[config.mk]
export PLATFORM = sky130hd
export DESIGN_NAME = reset_and_stop_recovery_ctrl
export DESIGN_NICKNAME = d
export VERILOG_FILES = /design/src/rtl/rst_pkg.sv /design/src/rtl/sync_filter.sv /design/src/rtl/reset_and_stop_recovery_ctrl.sv
export SDC_FILE = /design/constraint.sdc
export NUM_CORES = 1
export LEC_CHECK = 0
export ABC_AREA = 1
export BUFFER_PORTS_ARGS = -buffer_cell sky130_fd_sc_hd__buf_2
export CAP_MARGIN = 5
export CORE_MARGIN = 2
export CORE_UTILIZATION = 30
export DETAILED_ROUTE_END_ITERATION = 10
export GPL_ROUTABILITY_DRIVEN = 0
export GPL_TIMING_DRIVEN = 0
export HOLD_SLACK_MARGIN = 0.15
export PLACE_DENSITY = 0.54
export SYNTH_ARGS = -nofsm -noshare
export SYNTH_HDL_FRONTEND = slang
export SYNTH_HIERARCHICAL = 1
export SYNTH_SLANG_ARGS = --single-unit
[constraint.sdc]
create_clock -name clk -period 2.52 [get_ports clk]
set_clock_uncertainty 0.1 [all_clocks]
set_input_delay 0.252 -clock clk [delete_from_list [all_inputs] [get_ports clk]]
set_output_delay 0.252 -clock clk [all_outputs]
set_load 0.05 [all_outputs]
[src/rtl/rst_pkg.sv]
// Constants, register map and carrier types of the reset sequencer
// Function
// RULE_01 - Run mode sources start a system reset
// RULE_02 - Stop mode wake sources start recovery
// RULE_03 - Both kinds hold 66 slow, 16 fast
// RULE_04 - System reset loads control register defaults
// RULE_05 - Recovery touches only watchdog control register
// RULE_06 - System reset forces all port pins input
// RULE_07 - Clock starts after slow count, CPU idle
// RULE_08 - CPU fetches vector at 0002h, 0003h
// RULE_09 - Supply faults override every other source
// RULE_10 - Supply good: 66 slow, then 16 fast
// RULE_11 - Supply reset completion sets power flag
// RULE_12 - Brown-out holds reset, then full sequence
// RULE_13 - Option keeps brown-out alive in stop
// RULE_14 - Watchdog resets when select option is 1
// RULE_15 - Watchdog caused reset sets watchdog flag
// RULE_16 - Reset pin must stay low 4 clocks
// RULE_17 - Held pin holds reset, exits on release
// RULE_18 - Pin caused reset sets pin flag
// RULE_19 - Debugger request resets chip except debugger
// RULE_20 - Debugger bit self clears, power flag set
// RULE_21 - Any recovery sets the stop flag
// RULE_22 - Enabled pin wakes on either edge
// RULE_23 - Asynchronous requests synchronised before counters
`default_nettype none
package rst_pkg;
	// Sequence lengths
	localparam int unsigned WDT_OSC_CYCLES = 66;
	localparam int unsigned SETTLE_CYCLES = 16;
	localparam int unsigned EXT_FILTER_CYCLES = 4;
	localparam int unsigned WDT_DIV_DEFAULT = 25000;
	localparam logic [7:0] OSC_LAST = 8'(WDT_OSC_CYCLES - 1);
	localparam logic [7:0] SETTLE_LAST = 8'(SETTLE_CYCLES - 1);
	// Reset vector bytes
	localparam logic [15:0] VECTOR_ADDR_HI = 16'h0002;
	localparam logic [15:0] VECTOR_ADDR_LO = 16'h0003;
	// Register byte offsets
	localparam logic [4:0] OFS_WDCTL = 5'h00;
	localparam logic [4:0] OFS_DBGCTL = 5'h04;
	localparam logic [4:0] OFS_CONFIG = 5'h08;
	localparam logic [4:0] OFS_WAKE_EN = 5'h0C;
	localparam logic [4:0] OFS_STATE = 5'h10;
	// Field positions
	localparam int unsigned FLAGS_LSB = 4;
	localparam int unsigned CFG_SEL_BIT = 0;
	localparam int unsigned CFG_BO_BIT = 1;
	// Values after reset
	localparam logic WDT_SEL_RESET = 1'b1;
	localparam logic BO_STOP_RESET = 1'b0;

	typedef struct packed {
		logic por;
		logic stop;
		logic wdt;
		logic external_pin_cause_flag;
	} cause_s;

	typedef struct packed {
		logic brownout_in_stop_option;
		logic watchdog_reset_select_option;
	} config_s;

	typedef struct packed {
		logic read;
		logic write;
		logic [4:0] address;
		logic [31:0] writedata;
	} avs_req_s;

	typedef enum logic [2:0] {
		ST_RUN,
		ST_STOP,
		ST_OSC_COUNT,
		ST_SETTLE,
		ST_PIN_HOLD,
		ST_FETCH_HI,
		ST_FETCH_LO
	} seq_state_e;
endpackage
`default_nettype wire

[src/rtl/sync_filter.sv]
// Two-stage synchroniser with an optional stability filter
`default_nettype none
module sync_filter
#(
	parameter int unsigned W = 1,
	parameter int unsigned FILT = 1,
	parameter logic [W-1:0] RST_VAL = '0
)
(
	input wire logic clk,
	input wire logic resetn,
	input wire logic [W-1:0] din,
	output logic [W-1:0] dout
);
	localparam int unsigned CW = (FILT > 1) ? $clog2(FILT) : 1;
	localparam logic [CW-1:0] CNT_LAST = CW'(FILT - 1);

	logic [W-1:0] meta_ff;
	logic [W-1:0] sync_ff;
	logic [W-1:0] dout_ff;
	logic [CW-1:0] cnt_ff;

	// Stage one is read only by stage two
	always_ff @(posedge clk or negedge resetn)
	begin
		if (!resetn)
		begin
			meta_ff <= RST_VAL;
			sync_ff <= RST_VAL;
		end
		else
		begin
			meta_ff <= din;
			sync_ff <= meta_ff;
		end
	end

	// New level accepted only after FILT differing cycles
	always_ff @(posedge clk or negedge resetn)
	begin
		if (!resetn)
		begin
			dout_ff <= RST_VAL;
			cnt_ff <= '0;
		end
		else if (sync_ff == dout_ff)
			cnt_ff <= '0;
		else if (cnt_ff == CNT_LAST)
		begin
			dout_ff <= sync_ff;
			cnt_ff <= '0;
		end
		else
			cnt_ff <= cnt_ff + CW'(1);
	end

	assign dout = dout_ff;
endmodule
`default_nettype wire

[src/rtl/reset_and_stop_recovery_ctrl.sv]
// Reset and stop-mode recovery sequencer with Avalon-MM registers
//
// The Avalon-MM register port and the register offsets were left to the implementer.
`default_nettype none
module reset_and_stop_recovery_ctrl
	import rst_pkg::*;
#(
	parameter int unsigned WDT_DIV = WDT_DIV_DEFAULT,
	parameter int unsigned NPINS = 8
)
(
	input wire logic clk,
	input wire logic resetn,
	input wire avs_req_s avs_req,
	output logic avs_waitrequest,
	output logic [31:0] avs_readdata,
	input wire logic supply_ok,
	input wire logic brownout_detector,
	input wire logic watchdog_timeout,
	input wire logic ext_reset_n,
	input wire logic debug_pin,
	input wire logic [NPINS-1:0] port_pins,
	input wire logic stop_entry,
	output logic cpu_reset_n,
	output logic periph_reset_n,
	output logic sysclk_enable,
	output logic gpio_force_input,
	output logic ctrl_reg_load,
	output logic vector_fetch,
	output logic [15:0] vector_addr,
	output logic stop_active
);
	localparam int unsigned DW = (WDT_DIV > 1) ? $clog2(WDT_DIV) : 1;
	localparam logic [DW-1:0] DIV_LAST = DW'(WDT_DIV - 1);

	// Synchronised inputs
	logic supply_s;
	logic brownout_s;
	logic wdt_s;
	logic ext_n_s;
	logic debug_s;
	logic [NPINS-1:0] port_s;

	// State
	seq_state_e state_ff;
	seq_state_e nxt_state;
	logic [7:0] cnt_ff;
	logic [7:0] nxt_cnt;
	logic [DW-1:0] div_ff;
	logic wdt_tick_ff;
	logic sysrst_ff;
	logic nxt_sysrst;
	cause_s pend_ff;
	cause_s nxt_pend;
	cause_s flags_ff;
	config_s cfg_ff;
	logic dbg_req_ff;
	logic [NPINS-1:0] wake_en_ff;
	logic wdt_prev_ff;
	logic [NPINS-1:0] port_prev_ff;
	logic done;

	// Register outputs
	logic waitreq_ff;
	logic [31:0] rdata_ff;
	logic cpu_rst_n_ff;
	logic per_rst_n_ff;
	logic sysclk_ff;
	logic gpio_in_ff;
	logic reg_load_ff;
	logic fetch_ff;
	logic [15:0] vaddr_ff;
	logic stop_ff;

	// Requests and events
	logic in_stop;
	logic in_reset;
	logic por_req;
	logic ext_low;
	logic wdt_ev;
	logic wake_ev;
	logic run_req;
	logic stop_sys_req;
	logic stop_wake_req;
	logic bus_write;
	logic [31:0] rd_mux;

	// Pins and foreign signals cross in before any logic reads them
	sync_filter #(.W(1), .FILT(1), .RST_VAL(1'b0)) u_sync_supply ( // RULE_23
		.clk(clk),
		.resetn(resetn),
		.din(supply_ok),
		.dout(supply_s)
	);
	sync_filter #(.W(1), .FILT(1), .RST_VAL(1'b0)) u_sync_bo (
		.clk(clk),
		.resetn(resetn),
		.din(brownout_detector),
		.dout(brownout_s)
	);
	sync_filter #(.W(1), .FILT(1), .RST_VAL(1'b0)) u_sync_wdt (
		.clk(clk),
		.resetn(resetn),
		.din(watchdog_timeout),
		.dout(wdt_s)
	);
	// Noise filter: a low shorter than the filter length is ignored
	sync_filter #(.W(1), .FILT(EXT_FILTER_CYCLES), .RST_VAL(1'b1))
		u_sync_ext ( // RULE_16
		.clk(clk),
		.resetn(resetn),
		.din(ext_reset_n),
		.dout(ext_n_s)
	);
	sync_filter #(.W(1), .FILT(1), .RST_VAL(1'b1)) u_sync_dbg (
		.clk(clk),
		.resetn(resetn),
		.din(debug_pin),
		.dout(debug_s)
	);
	sync_filter #(.W(NPINS), .FILT(1), .RST_VAL('0)) u_sync_port (
		.clk(clk),
		.resetn(resetn),
		.din(port_pins),
		.dout(port_s)
	);

	// Watchdog oscillator rate as a one-cycle enable
	always_ff @(posedge clk or negedge resetn)
	begin
		if (!resetn)
		begin
			div_ff <= '0;
			wdt_tick_ff <= 1'b0;
		end
		else if (div_ff == DIV_LAST)
		begin
			div_ff <= '0;
			wdt_tick_ff <= 1'b1;
		end
		else
		begin
			div_ff <= div_ff + DW'(1);
			wdt_tick_ff <= 1'b0;
		end
	end

	// Edge history for watchdog and wake pins
	always_ff @(posedge clk or negedge resetn)
	begin
		if (!resetn)
		begin
			wdt_prev_ff <= 1'b0;
			port_prev_ff <= '0;
		end
		else
		begin
			wdt_prev_ff <= wdt_s;
			port_prev_ff <= port_s;
		end
	end

	// Request decode; supply faults are handled ahead of all others
	always_comb
	begin
		in_stop = (state_ff == ST_STOP);
		in_reset = (state_ff == ST_OSC_COUNT) || (state_ff == ST_SETTLE) ||
			(state_ff == ST_PIN_HOLD);
		por_req = !supply_s || (brownout_s && // RULE_12
			(!in_stop || cfg_ff.brownout_in_stop_option)); // RULE_13
		ext_low = !ext_n_s;
		wdt_ev = wdt_s && !wdt_prev_ff;
		wake_ev = |((port_s ^ port_prev_ff) & wake_en_ff); // RULE_22
		run_req = por_req || ext_low || dbg_req_ff || // RULE_01
			(wdt_ev && cfg_ff.watchdog_reset_select_option); // RULE_14
		stop_sys_req = por_req || ext_low;
		stop_wake_req = wdt_ev || wake_ev || !debug_s; // RULE_02
	end

	// Sequencer next state
	always_comb
	begin
		nxt_state = state_ff;
		nxt_cnt = cnt_ff;
		nxt_sysrst = sysrst_ff;
		nxt_pend = pend_ff;
		done = 1'b0;
		case (state_ff)
			ST_RUN:
			begin
				if (run_req)
				begin
					nxt_state = ST_OSC_COUNT;
					nxt_cnt = '0;
					nxt_sysrst = 1'b1;
					nxt_pend = '0;
					nxt_pend.por = por_req || dbg_req_ff; // RULE_20
					nxt_pend.wdt = !por_req && wdt_ev; // RULE_09 RULE_15
					nxt_pend.external_pin_cause_flag = !por_req && ext_low; // RULE_18
				end
				else if (stop_entry)
					nxt_state = ST_STOP;
			end
			ST_STOP:
			begin
				if (stop_sys_req)
				begin
					nxt_state = ST_OSC_COUNT;
					nxt_cnt = '0;
					nxt_sysrst = 1'b1;
					nxt_pend = '0;
					nxt_pend.por = por_req;
					nxt_pend.external_pin_cause_flag = !por_req && ext_low;
				end
				else if (stop_wake_req)
				begin
					nxt_state = ST_OSC_COUNT;
					nxt_cnt = '0;
					nxt_sysrst = 1'b0;
					nxt_pend = '0;
					nxt_pend.stop = 1'b1;
					nxt_pend.wdt = wdt_ev;
				end
			end
			ST_OSC_COUNT:
			begin
				if (wdt_tick_ff)
				begin
					if (cnt_ff == OSC_LAST) // RULE_10
					begin
						nxt_state = ST_SETTLE;
						nxt_cnt = '0;
					end
					else
						nxt_cnt = cnt_ff + 8'h01;
				end
			end
			ST_SETTLE:
			begin
				if (cnt_ff == SETTLE_LAST) // RULE_03
				begin
					nxt_state = ext_low ? ST_PIN_HOLD : ST_FETCH_HI;
					done = !ext_low;
				end
				else
					nxt_cnt = cnt_ff + 8'h01;
			end
			ST_PIN_HOLD:
			begin
				// Held pin: leave at once on release
				if (!ext_low) // RULE_17
				begin
					nxt_state = ST_FETCH_HI;
					done = 1'b1;
				end
			end
			ST_FETCH_HI:
				nxt_state = ST_FETCH_LO;
			ST_FETCH_LO:
				nxt_state = ST_RUN;
			default:
				nxt_state = ST_RUN;
		endcase
		// A supply fault restarts the whole sequence as a full reset
		if (por_req && in_reset) // RULE_09
		begin
			nxt_state = ST_OSC_COUNT;
			nxt_cnt = '0;
			nxt_sysrst = 1'b1;
			nxt_pend = '0;
			nxt_pend.por = 1'b1;
			done = 1'b0;
		end
	end

	// Sequencer registers; power-up runs the full sequence
	always_ff @(posedge clk or negedge resetn)
	begin
		if (!resetn)
		begin
			state_ff <= ST_OSC_COUNT;
			cnt_ff <= '0;
			sysrst_ff <= 1'b1;
			pend_ff <= '{por: 1'b1, stop: 1'b0, wdt: 1'b0, external_pin_cause_flag: 1'b0};
		end
		else
		begin
			state_ff <= nxt_state;
			cnt_ff <= nxt_cnt;
			sysrst_ff <= nxt_sysrst;
			pend_ff <= nxt_pend;
		end
	end

	// Outputs follow the next state so they change with it
	always_ff @(posedge clk or negedge resetn)
	begin
		if (!resetn)
		begin
			cpu_rst_n_ff <= 1'b0;
			per_rst_n_ff <= 1'b0;
			sysclk_ff <= 1'b0;
			gpio_in_ff <= 1'b1;
			reg_load_ff <= 1'b1;
			stop_ff <= 1'b0;
		end
		else
		begin
			cpu_rst_n_ff <= !(nxt_state inside {ST_OSC_COUNT, ST_SETTLE,
				ST_PIN_HOLD}); // RULE_03
			per_rst_n_ff <= !(nxt_sysrst && (nxt_state inside // RULE_07
				{ST_OSC_COUNT, ST_SETTLE, ST_PIN_HOLD}));
			sysclk_ff <= !(nxt_state inside {ST_OSC_COUNT, ST_STOP}); // RULE_07
			gpio_in_ff <= nxt_sysrst && (nxt_state inside // RULE_06
				{ST_OSC_COUNT, ST_SETTLE, ST_PIN_HOLD});
			// Recovery leaves peripheral registers untouched
			reg_load_ff <= nxt_sysrst && (nxt_state inside // RULE_04
				{ST_OSC_COUNT, ST_SETTLE, ST_PIN_HOLD}); // RULE_05
			stop_ff <= (nxt_state == ST_STOP);
		end
	end

	// Vector fetch: high byte address, then low byte address
	always_ff @(posedge clk or negedge resetn)
	begin
		if (!resetn)
		begin
			fetch_ff <= 1'b0;
			vaddr_ff <= '0;
		end
		else if (nxt_state == ST_FETCH_HI) // RULE_08
		begin
			fetch_ff <= 1'b1;
			vaddr_ff <= VECTOR_ADDR_HI;
		end
		else if (nxt_state == ST_FETCH_LO)
		begin
			fetch_ff <= 1'b1;
			vaddr_ff <= VECTOR_ADDR_LO;
		end
		else
		begin
			fetch_ff <= 1'b0;
			vaddr_ff <= '0;
		end
	end

	// Bus write takes effect at the edge where waitrequest is low
	assign bus_write = avs_req.write && !waitreq_ff;

	// Cause flags: write one to clear, completion wins over a clear
	always_ff @(posedge clk or negedge resetn)
	begin
		if (!resetn)
			flags_ff <= '0;
		else if (done && sysrst_ff)
			flags_ff <= pend_ff; // RULE_11
		else if (done)
			flags_ff <= flags_ff | pend_ff; // RULE_21
		else if (bus_write && avs_req.address == OFS_WDCTL)
			flags_ff <= flags_ff & ~cause_s'(avs_req.writedata[FLAGS_LSB +: 4]);
	end

	// Debugger request clears itself once its reset is running
	always_ff @(posedge clk or negedge resetn)
	begin
		if (!resetn)
			dbg_req_ff <= 1'b0;
		else if (in_reset && sysrst_ff)
			dbg_req_ff <= 1'b0; // RULE_20
		else if (bus_write && avs_req.address == OFS_DBGCTL)
			dbg_req_ff <= avs_req.writedata[0]; // RULE_19
	end

	// Configuration and wake enables survive system reset
	always_ff @(posedge clk or negedge resetn)
	begin
		if (!resetn)
		begin
			cfg_ff.watchdog_reset_select_option <= WDT_SEL_RESET;
			cfg_ff.brownout_in_stop_option <= BO_STOP_RESET;
			wake_en_ff <= '0;
		end
		else if (bus_write && avs_req.address == OFS_CONFIG)
		begin
			cfg_ff.watchdog_reset_select_option <=
				avs_req.writedata[CFG_SEL_BIT];
			cfg_ff.brownout_in_stop_option <= avs_req.writedata[CFG_BO_BIT];
		end
		else if (bus_write && avs_req.address == OFS_WAKE_EN)
			wake_en_ff <= avs_req.writedata[NPINS-1:0];
	end

	// Read mux; unmapped offsets read zero
	always_comb
	begin
		rd_mux = '0;
		case (avs_req.address)
			OFS_WDCTL: rd_mux[FLAGS_LSB +: 4] = flags_ff;
			OFS_DBGCTL: rd_mux[0] = dbg_req_ff;
			OFS_CONFIG:
			begin
				rd_mux[CFG_SEL_BIT] = cfg_ff.watchdog_reset_select_option;
				rd_mux[CFG_BO_BIT] = cfg_ff.brownout_in_stop_option;
			end
			OFS_WAKE_EN: rd_mux[NPINS-1:0] = wake_en_ff;
			OFS_STATE:
			begin
				rd_mux[2:0] = state_ff;
				rd_mux[3] = sysrst_ff;
				rd_mux[8:4] = {supply_s, brownout_s, ext_n_s, debug_s, wdt_s};
			end
			default: rd_mux = '0;
		endcase
	end

	// One wait state per access, then release for one cycle
	always_ff @(posedge clk or negedge resetn)
	begin
		if (!resetn)
		begin
			waitreq_ff <= 1'b1;
			rdata_ff <= '0;
		end
		else if (!waitreq_ff)
			waitreq_ff <= 1'b1;
		else if (avs_req.read || avs_req.write)
		begin
			waitreq_ff <= 1'b0;
			rdata_ff <= rd_mux;
		end
	end

	assign avs_waitrequest = waitreq_ff;
	assign avs_readdata = rdata_ff;
	assign cpu_reset_n = cpu_rst_n_ff;
	assign periph_reset_n = per_rst_n_ff;
	assign sysclk_enable = sysclk_ff;
	assign gpio_force_input = gpio_in_ff;
	assign ctrl_reg_load = reg_load_ff;
	assign vector_fetch = fetch_ff;
	assign vector_addr = vaddr_ff;
	assign stop_active = stop_ff;
endmodule
`default_nettype wire

Word level (Yosys, flattened, before mapping)

Cells that the tools add are included.

Add/subtract/negate cells: 8
Equal/unequal tests: 29
Mux-type cells: 63
Bitwise operators: 17
Reduce and logical (&&, ||, !) cells: 54

Operators by type and width:

| operator                | count |
|---|---|
| $mux W8                 | 7 |
| $pmux W8 S4             | 1 |
| $mux W4                 | 7 |
| $mux W3                 | 9 |
| $mux W1                 | 26 |
| $pmux W3 S6             | 1 |
| $reduce_and A2 Y1       | 8 |
| $add A15 B1 Y15 const B | 1 |
| $eq A15 B15 Y1 const B  | 1 |
| $eq A3 B3 Y1 const B    | 5 |
| $mux W15                | 1 |
| $logic_and A1 B1 Y1     | 14 |
| $eq A3 B2 Y1 const B    | 4 |
| $not A1 Y1              | 12 |
| $pmux W4 S3             | 1 |
| $logic_or A1 B1 Y1      | 11 |
| $eq A5 B4 Y1 const B    | 2 |
| $logic_not A1 Y1        | 10 |
| $reduce_bool A3 Y1      | 3 |
| $add A8 B1 Y8 const B   | 1 |
| $and A8 B8 Y8           | 1 |
| $eq A8 B4 Y1 const B    | 1 |
| $eq A8 B7 Y1 const B    | 1 |
| $eq A8 B8 Y1            | 1 |
| 27 further kinds        | 42 |

Register bits: 134
Input bits: 55
Output and inout port bits: 56
Logic and storage cells: 223

Longest topological paths before layout

Gate-level depths: netlist of run 1.

Word-level depth: 15
Gate-level depth with buffers: 14
Mapped depth without buffers: 14

Hierarchy

Netlist of run 1, hierarchy kept.

Modules (own cells, without submodules):

| module                       | times used | cells each | area each (sq um) | seq. area each (sq um) |
|---|---|---|---|---|
| reset_and_stop_recovery_ctrl | 1          | 537        | 4220.3            | 1834.3 |
| sync_filter (u_sync_port)    | 1          | 32         | 630.6             | 600.6 |
| sync_filter (u_sync_bo ...)  | 3          | 4          | 78.8              | 75.1 |
| sync_filter (u_sync_ext)     | 1          | 17         | 186.4             | 128.9 |
| sync_filter (u_sync_dbg)     | 1          | 4          | 82.6              | 78.8 |

Worst setup path before layout of run 1

No wires, ideal clock.

Path type: reg2reg
Start: reg waitreq_ff, in the netlist avs_waitrequest
End: reg wake_en_ff[4]
Setup time: 125 ps
Arrival: 1491 ps
Data required time: 2295 ps
Slack: 804 ps
Cell stages (with the launch flop): 5
Buffers on the path: 1
Clock period less this slack: 1716 ps
Cells stage by stage: dfstp_2 > nor2_1 > nand2_1 > buf_2 > mux2_2

Longest elaborated chain between the ends: 5
Elaborated cells between the ends (all ways): 6
Those cells by class: bitwise: 1; reduce/logical: 5

Ends and longest elaborated chain:

| what                            | RTL line                            | RTL |
|---|---|---|
| start: declaration              | reset_and_stop_recovery_ctrl.sv:64  | `logic waitreq_ff;` |
| start signal: assignment        | reset_and_stop_recovery_ctrl.sv:422 | `waitreq_ff <= 1'b1;` |
| start signal: assignment        | reset_and_stop_recovery_ctrl.sv:426 | `waitreq_ff <= 1'b1;` |
| start signal: assignment        | reset_and_stop_recovery_ctrl.sv:429 | `waitreq_ff <= 1'b0;` |
| $logic_not A1 Y1 (*)            | -                                   |  |
| $logic_and A1 B1 Y1 (*)         | reset_and_stop_recovery_ctrl.sv:349 | `assign bus_write = avs_req.write && !waitreq_ff;` |
| $logic_and A1 B1 Y1             | reset_and_stop_recovery_ctrl.sv:384 | `else if (bus_write && avs_req.address == OFS_CONFIG)` |
| $not A1 Y1 (no line)            | -                                   |  |
| $reduce_and A2 Y1 (no line) (*) | -                                   |  |
| end signal: assignment          | reset_and_stop_recovery_ctrl.sv:391 | `wake_en_ff <= avs_req.writedata[NPINS-1:0];` |
| end: declaration                | reset_and_stop_recovery_ctrl.sv:58  | `logic [NPINS-1:0] wake_en_ff;` |

Every way passes the cells marked *; elsewhere a longest branch is shown, timed or not.
A chain may end at the register's enable or synchronous reset.

Worst setup path in the final report of run 1

Start: reg waitreq_ff, in the netlist avs_waitrequest
End: reg cfg_ff[0] (netlist name)

Longest elaborated chain between the ends: 3

Ends and longest elaborated chain:

| what                | RTL line                            | RTL |
|---|---|---|
| $logic_not A1 Y1    | -                                   |  |
| $logic_and A1 B1 Y1 | reset_and_stop_recovery_ctrl.sv:349 |  |
| $logic_and A1 B1 Y1 | reset_and_stop_recovery_ctrl.sv:384 |  |
| end: declaration    | reset_and_stop_recovery_ctrl.sv:56  | `config_s cfg_ff;` |

No other way between the ends.

==> results.md, run 1 <==
* Outcome: complete, no violations
* Routed len/inst at roughly 11 microns
* CTS tree: yes
* Post-synth cell types at between 40 and 50
* Setup crit start kind: flop
* Flop2flop setup slack at between 0.4 and 0.5 ns
* Register area share after synthesis at around 54%
* Initial antenna violation count at 0
* Ant diodes at 0
* GRT Residual Overflow at 0
* Largest net degree at the start of global routing at 62
* Final wirelength at about 11000 microns
* Non-Filler Instances at 970
* Cells after synthesis at around 600
* RSZ-0062 raised after global routing: no
* Register bit total from synthesis at 114
* Hold Path Origin: avs_req[32]
* VDD IR max at about 0.48 mV
* Iteration-0 DRC Markers at 180
* Root buf cell: clkbuf_16
* Via count at 4087
* Mapped cell area at 5360 sq um
* CTS Hold Buffers Added at 26
* Post-layout min period at just over 2 ns
* Tcrit/Tclk final at 81.7%
* First-pass GRT wire length at about 18000 microns
* Die Area at approximately 19000 sq um
* Setup Buffers After CTS at 0
* Initial Util at a little under a third
* Site Rows at 48
* Post-route ant nets at 0
* R2r startpoint: avs_waitrequest
* Max Clock Freq at 0.486 GHz
* IO Pins at roughly 110
* CTS H-tree depth at 4
* Most common cell after layout, fill and taps aside: nand2_1
* Avg Synthesized Cell Area at 8.90 sq um
* Max clock buf depth at 2
* Fillers at 1756
* Max-slew headroom at the worst pin at 46.6%
* CP Data Required Time at 2.77 ns
* Die height at around 140 microns
* PortBufs at between 40 and 50
* Core area at approximately 17000 sq um
* Area of the multi-input gates at 1940 sq um
* Final WS setup at ~0.46 ns
* Critical Path Source: avs_waitrequest
* Final Hold Fails at 0
* Final setup fails at 0
* Critical Path End Type: flop
* Clk sink count at between 100 and 150
* Most frequent cells in the layout: nand2_1, dfrtp_1, inv_1, nor2_1, buf_2
* Yosys warnings at 6
* Total GRT Usage at 12.7%
* Ys flop type: dfrtp_1
* CP Max Fanout at 6
* Max Transition Viols Final at 0
* Final HPWL DP at approximately 8000 microns
* Critical path class: reg2reg
* DR pass1 iterations at 4
* Max cap viols at 0
* Pre-CTS setup slack at ~0.52 ns
* Die X at roughly 140 microns
* Post-synth EDFFs at 0
* Nets@finish at just under 800
* Dpl cells at around 910
* DRC Markers at 0
* CTS clk-pin slew, worst paths at ~0.050 ns
* Crit path DAT at 2.31 ns
* Cts repair resizes at 0
* HP Class: in2reg
* TritonCTS buffer count at 17
* Static leakage at 0.00350 uW
* Vias/cell at around 4.2
* Async SR Flop Fraction at 100%
* Clk Latency, worst-skew pair at between 0.4 and 0.5 ns
* Vias in the first global route at approximately 3800
* Areal power density over the cells at between 700 and 800 nW/um^2
* Area grow syn2layout at 28.9%
* Register area at about 2900 sq um
* Fraction of layout cells with a size suffix above 1 at 23.6%
* Slew at the pin with the worst max-slew slack at approximately 0.79 ns
metal layers:
layer | vias up | global-route usage [%] | wire length (microns)
li1 | 2103 | - | -
met1 | 1896 | 17.5 | 5500
met2 | 80 | 19.0 | 4810
met3 | 8 | 4.19 | 478
met4 | 0 | 4.12 | 127
met5 | - | 0 | 0
cell families after synthesis:
group / after synthesis / share of synthesized area (%)
buffers and inverters: 140 / 12.7
and+or+nand+nor: 258 / 22.6
AOI/OAI and AO/OA: 77 / 8.64
other: 1 / 0.0700
adders and majority gates: 4 / 0.934
DFF: 114 / 53.5
muxes: 4 / 0.841
xor gates and xnor gates: 4 / 0.654
flip-flops by register name (all words and copies together), names as in the netlist, 2 cells and up:
name	count
cfg_ff	2
avs_readdata	9
flags_ff	4
pend_ff	4
state_ff	3
div_ff	15
u_sync_port/sync_ff	8
u_sync_port/meta_ff	8
port_prev_ff	8
cnt_ff	8
wake_en_ff	8
u_sync_port/dout	8
u_sync_ext/cnt_ff	2
worst paths after layout:
check | end | cells after the start
min reg2reg | u_sync_port/sync_ff[1] | 0
max in group asynchronous | u_sync_ext/dout | 3
max reg2reg | cfg_ff[0] | 4
min in group asynchronous | u_sync_port/sync_ff[3] | 2
min | dbg_req_ff | 4
max | cfg_ff[0] | 4
worst max-delay path, stage by stage (launching register included):
cell	delay [ns]
dfstp_2	0.37
nor2_1	0.48
nand4_1	0.27
o21ai_0	0.21
dlygate4sd3_1	0.57
through the flow:
stage / area, sq um / setup TNS (ns) / total power [uW] / hold slack [ns] / utilization, %
6_report: 6910 / 0 / 4980 / 0.173 / 39.8
5_1_grt: 6910 / 0 / 5220 / 0.196 / 39.8
4_1_cts: 6910 / 0 / 5050 / 0.155 / 39.8
3_5_place_dp: 6050 / 0 / 2580 / 0.142 / 34.9
3_3_place_gp: 6020 / -33.43 / 2570 / 0.233 / 34.7
2_1_floorplan: 5490 / 0 / 2430 / -0.144 / -
cells in the mapped netlist (5+ instances only):
master	number	share of area [%]
dfstp_2	12	5.9
inv_1	77	5.4
nor3_1	9	0.84
and3_1	5	0.58
nand2_1	109	7.6
o21ai_1	5	0.47
nand4_1	7	0.82
nand3_1	33	3.1
nand2_2	9	1.1
o21ai_0	27	2.5
dfrtp_1	102	48
nor2_1	63	4.4
inv_2	6	0.42
buf_4	39	5.5
a21oi_1	24	2.2
clkbuf_1	14	0.98
where the power goes:
| part | internal (uW) | switching (uW) | leakage (uW) |
|---|---|---|---|
| combinational | 186 | 369 | 0.00179 |
| clock | 1590 | 805 | 0.000289 |
| sequential | 1950 | 79.6 | 0.00142 |
layout make-up:
cell class / count / area share (%)
Sequential cell: 114 / 41.5
Multi-Input combinational cell: 384 / 28.1
Timing Repair Buffer: 76 / 7.81
Clock buffer: 21 / 6.67
Buffer: 56 / 5.31
Inverter: 84 / 4.57
Tap cell: 225 / 4.08
Clock inverter: 10 / 1.94
(Power assumes the default switching activity.)
==> run 2: changes to the inputs <==
==> constraint.sdc (replaced) <==
create_clock -name clk -period 2 [get_ports clk]
set_clock_uncertainty 0.1 [all_clocks]
set_input_delay 0.2 -clock clk [delete_from_list [all_inputs] [get_ports clk]]
set_output_delay 0.2 -clock clk [all_outputs]
set_load 0.05 [all_outputs]
==> run 2 against run 1 <==
Net effect: routed wire length rose by 2.9%; critical endpoint is now wake_en_ff[6]; first-iteration DRC count fell by 13%; die area did not move; final cell count rose by 1.1%; count of clock-buffer cells in the layout did not move; critical path depth rose by 5; utilization rose by 0.92 points; power rose by 26%; clock power rose by 26%; setup slack got worse by 0.37 ns; sequential share of layout area fell by 0.92 points.
==> results.md, run 2 (synthesized netlist as in run 1, its figures left out) <==
* Post-route ant nets at 0
* Non-Filler Instances at between 900 and 1000
* Static leakage at 0.00355 uW
* Final WS setup at 0.0894 ns
* Slew at the pin with the worst max-slew slack at 0.777 ns
* Fraction of layout cells with a size suffix above 1 at 26.2%
* Ant diodes at 0
* Initial Util at between 30% and 40%
* Max cap viols at 0
* DRC Markers at 0
* First-pass GRT wire length at between 15000 and 20000 microns
* Max-slew headroom at the worst pin at between 40% and 50%
* Final setup fails at 0
* Dpl cells at ~910
* Via count at roughly 4100
* Clk sink count at about 110
* CP Data Required Time at 2.19 ns
* PortBufs at 49
* Final HPWL DP at ~8000 microns
* Clk Latency, worst-skew pair at just over 0.4 ns
* Pre-CTS setup slack at ~0.0016 ns
* Hold Path Origin: avs_req[37]
* Hold path cells at 3
* Outcome: complete, no violations
* DR pass1 iterations at 4
* Vias/cell at ~4.2
* Area grow syn2layout at 31.9%
* Routed len/inst at 11.4 microns
* Tcrit/Tclk final at a little over nine tenths
* CTS clk-pin slew, worst paths at 0.05 ns
* Fillers at roughly 1700
* Vias in the first global route at between 3000 and 4000
* Critical Path End Type: flop
* Reg2reg end: cnt_ff[4]
* Max Clock Freq at 0.523 GHz
* TritonCTS buffer count at 17
* CTS H-tree depth at 4
* CTS tree: yes
* Areal power density over the cells at roughly 890 nW/um^2
* Final setup TNS at 0 ns
* Max clock buf depth at 2
* Final Hold Fails at 0
* R2r startpoint: state_ff[1]
* Final wirelength at around 11000 microns
* Setup crit start kind: primary input
* GRT Residual Overflow at 0
* Register area at 2870 sq um
* Core area at roughly 17000 sq um
* Largest net degree at the start of global routing at 62
* Post-layout min period at 1.91 ns
* IO Pins at between 100 and 150
* Fin area at approximately 7000 sq um
* Crit path DAT at about 2.1 ns
* Area of the multi-input gates at between 2000 and 2500 sq um
* Die Area at between 15000 and 20000 sq um
* Site Rows at 48
* Hold EP: avs_readdata[4]
* Nets@finish at between 800 and 900
* Most common cell after layout, fill and taps aside: nand2_1
* Critical path class: in2reg
* VDD IR max at 0.614 mV
* R2R cell count at 12
* Biggest register: div_ff
* Critical Path Source: avs_req[34]
* Die height at roughly 140 microns
* Die X at ~140 microns
* Max Transition Viols Final at 0
* Cell Area, Placed at 6050 sq um
* Root buf cell: clkbuf_16
* Most frequent cells in the layout: nand2_1, dfrtp_1, inv_1, nor2_1, buf_2
* Total GRT Usage at between 10 and 15%
* HP Class: in2reg
* Flop2flop setup slack at around 0.10 ns
* Max FFs per register at 15
* Iteration-0 DRC Markers at roughly 160
* Initial antenna violation count at 0
* CP Max Fanout at 10
* Overall Power at ~6300 uW
## run 2: cell types whose count changed in the layout (fill, tap and decap cells not counted), sizes merged
cell         previous run  this run
buf                    92        99
clkinv                  6         5
clkinvlp                2         3
dlygate4sd3            26        30
## run 2: how the worst max path moves through the flow
stage	to	slack [ns]
global placement	sysclk_enable	-0.80
finish	wake_en_ff[6]	0.09
global route	flags_ff[2]	-0.01
floorplan	wake_en_ff[4]	0.28
CTS	flags_ff[2]	0.03
detailed placement	flags_ff[2]	0.002
## run 2: critical path, cell delays in order
cell	delay, ns
dlygate4sd3_1	0.54
buf_2	0.14
inv_1	0.07
nor2_1	0.06
nand3_1	0.11
clkinvlp_4	0.21
nand2_1	0.16
buf_2	0.25
mux2_2	0.36
## run 2: where the power goes
part           total, uW  switching, uW  internal, uW
sequential          2560            101          2460
clock               3030           1020          2010
combinational        710            469           240
## run 2: routing by layer
layer | wire, microns | vias to the layer above | track usage (%)
met2 | 5010 | 76 | 19.4
li1 | - | 2125 | -
met3 | 453 | 8 | 4.19
met1 | 5640 | 1920 | 17.5
met4 | 127 | 0 | 4.12
met5 | 0 | - | 0
## run 2: repair_timing
action | 4_1_cts | 5_1_grt
resized for setup | 1 | 19
buffers inserted | 0 | 7
hold buffers | 30 | 0
pin swaps | 0 | 4
endpoints found under the setup margin | 1 | 25
hold endpoints to repair | 138 | 0
## run 2: final cells by class
| class | instances | share of cell area, % |
|---|---|---|
| sequential | 114 | 40.6 |
| multi-input combinational | 384 | 28.4 |
| timing repair buffer | 87 | 8.94 |
| clock buffer | 21 | 6.52 |
| buffer | 56 | 5.19 |
| inverter | 84 | 4.51 |
| tap | 225 | 3.98 |
| clock inverter | 10 | 1.89 |
## run 2: through the flow
step                      hold slack (ns)  util (%)
final                               0.189      40.7
after global routing                0.230      40.7
after CTS                           0.168      40.1
after detailed placement           0.0898      34.9
after global placement              0.209      34.7
after floorplan                    -0.196         -
==> run 3: changes to the inputs <==
==> constraint.sdc (replaced) <==
create_clock -name clk -period 1.8 [get_ports clk]
set_clock_uncertainty 0.1 [all_clocks]
set_input_delay 0.18 -clock clk [delete_from_list [all_inputs] [get_ports clk]]
set_output_delay 0.18 -clock clk [all_outputs]
set_load 0.05 [all_outputs]
==> run 3 against run 2 <==
Net effect: sequential cell count unchanged; highest routed layer unchanged; power increased by 12%; design area up 4.8%; the flow now finishes with violations (negative setup slack); largest cell class unchanged.
==> results.md, run 3 (synthesized netlist as in run 1, its figures left out) <==
* First-pass GRT wire length at 19000 microns
* Critical Path End Type: flop
* CTS H-tree depth at 4
* Post-route ant nets at 0
* CP Data Required Time at roughly 2.0 ns
* Areal power density over the cells at about 950 nW/um^2
* Static leakage at 0.00370 uW
* Max Transition Viols Final at 0
* Clk Latency, worst-skew pair at between 0.4 and 0.5 ns
* Core area at between 15000 and 20000 sq um
* Cell Area, Placed at a little over 6000 sq um
* Most frequent cells in the layout: nand2_1, dfrtp_1, inv_1, buf_4
* Clk sink count at 114
* CTS tree: yes
* Pre-CTS setup slack at -0.198 ns
* Via count at 4274
* Slew at the pin with the worst max-slew slack at between 0.5 and 0.6 ns
* Max clock buf depth at 2
* Most common cell after layout, fill and taps aside: nand2_1
* HP Class: in2async
* Max cap viols at 0
* Routed len/inst at roughly 12 microns
* Initial antenna violation count at 0
* VDD IR max at slightly below 0.7 mV
* Area of the multi-input gates at about 2200 sq um
* CP Max Fanout at 4
* Root buf cell: clkbuf_16
* Vias/cell at ~4.3
* GRT Residual Overflow at 0
* Post-layout min period at ~1.9 ns
* Setup crit start kind: flop
* Failing checks: negative setup slack
* RSZ-0062 raised after global routing: yes
* DR pass1 iterations at 4
* DRC Markers at 0
* Hold WS at about 0.2 ns
* TritonCTS buffer count at 17
* Die Area at 18900 sq um
* Total GRT Usage at a little over an eighth
* Vias in the first global route at between 3000 and 4000
* Outcome: complete, but fails checks
* Final wirelength at 11800 microns
* PortBufs at 49
* Final WS setup at -0.0575 ns
* Final HPWL DP at between 8000 and 9000 microns
* CTS clk-pin slew, worst paths at 0.05 ns
* Max Clock Freq at 0.538 GHz
* IO Pins at 111
* Tcrit/Tclk final at 103%
* Fillers at around 1700
* Ant diodes at 0
* Die X at 138 microns
* Initial Util at roughly 31%
* Final setup TNS at -0.435 ns
* Crit path DAT at about 2.1 ns
* Die height at approximately 140 microns
* Register area at 2870 sq um
* Nets@finish at 821
* Area grow syn2layout at 38.2%
* Fraction of layout cells with a size suffix above 1 at about a third
* Final Hold Fails at 0
* Max-slew headroom at the worst pin at 65.5%
* Critical path class: reg2reg
* Fin area at ~7400 sq um
* Final setup fails at 15
* Site Rows at 48
* Iteration-0 DRC Markers at just under 200
* Overall Power at just over 7000 uW
* Largest net degree at the start of global routing at between 60 and 70
* Max FFs per register at 15
* Biggest register: div_ff
-- run 3: cell count changes in the layout (fill, tap and decap cells not counted), sizes merged --
cell	change
buf	+17
clkbuf	+1
-- run 3: per-stage QoR --
stage	cells	util (%)
after global placement	912	34.7
after detailed placement	913	34.9
after floorplan	638	-
after global routing	999	42.7
final	999	42.7
after CTS	990	41.3
-- run 3: path summary, 6_finish.rpt --
check                                             from                     end  slack, ns  cells past startpoint
worst max-delay path                         cnt_ff[1]           ctrl_reg_load      -0.06                     13
worst min-delay path                            resetn  u_sync_port/sync_ff[3]       0.19                      2
worst max register to register               cnt_ff[1]           ctrl_reg_load      -0.06                     13
worst min register to register  u_sync_port/meta_ff[1]  u_sync_port/sync_ff[1]       0.24                      0
max in group asynchronous                       resetn         u_sync_ext/dout       0.70                      3
min in group clk                           avs_req[32]         avs_readdata[3]       0.24                      6
-- run 3: per-layer routing --
| layer | GRT usage (%) | vias to the layer above | wire, microns |
|---|---|---|---|
| met5 | 0 | - | 0 |
| met4 | 4.30 | 0 | 174 |
| met3 | 4.38 | 11 | 522 |
| met2 | 20.0 | 83 | 5320 |
| met1 | 17.7 | 2015 | 5760 |
| li1 | - | 2165 | - |
-- run 3: what timing repair did --
action	in CTS	in global routing
gates cloned	0	0
resized for setup	25	50
setup endpoints to repair	25	31
pin swaps	9	17
hold buffers	30	0
endpoints found under the hold margin	138	0
setup buffers	16	9
-- run 3: final cells by class --
cell class | instances | area share, %
multi-input cells | 384 | 29.3
clock buffers | 21 | 6.22
inverters | 84 | 4.41
plain buffers | 56 | 5.10
well taps | 225 | 3.80
flip-flops and latches | 114 | 38.8
clock inverters | 10 | 1.81
repair buffers | 105 | 10.6
-- run 3: critical path, stage by stage (launching register included) --
cell,delay [ns]
dfrtp_1,0.41
buf_6,0.13
ha_4,0.16
nand3_4,0.09
nor2_4,0.05
nand2_2,0.09
nand2_2,0.07
nand2_4,0.10
nand2_2,0.06
nor2_2,0.12
nand3_1,0.10
nor2_2,0.15
nor2_2,0.06
nor2_1,0.10
-- run 3: power breakdown --
part	total (uW)	leakage [uW]	internal [uW]	switching, uW
Clock	3370	0.000289	2230	1140
Sequential	2850	0.00142	2730	119
Combinational	838	0.00199	296	542
Total	7050	0.00370	5260	1800
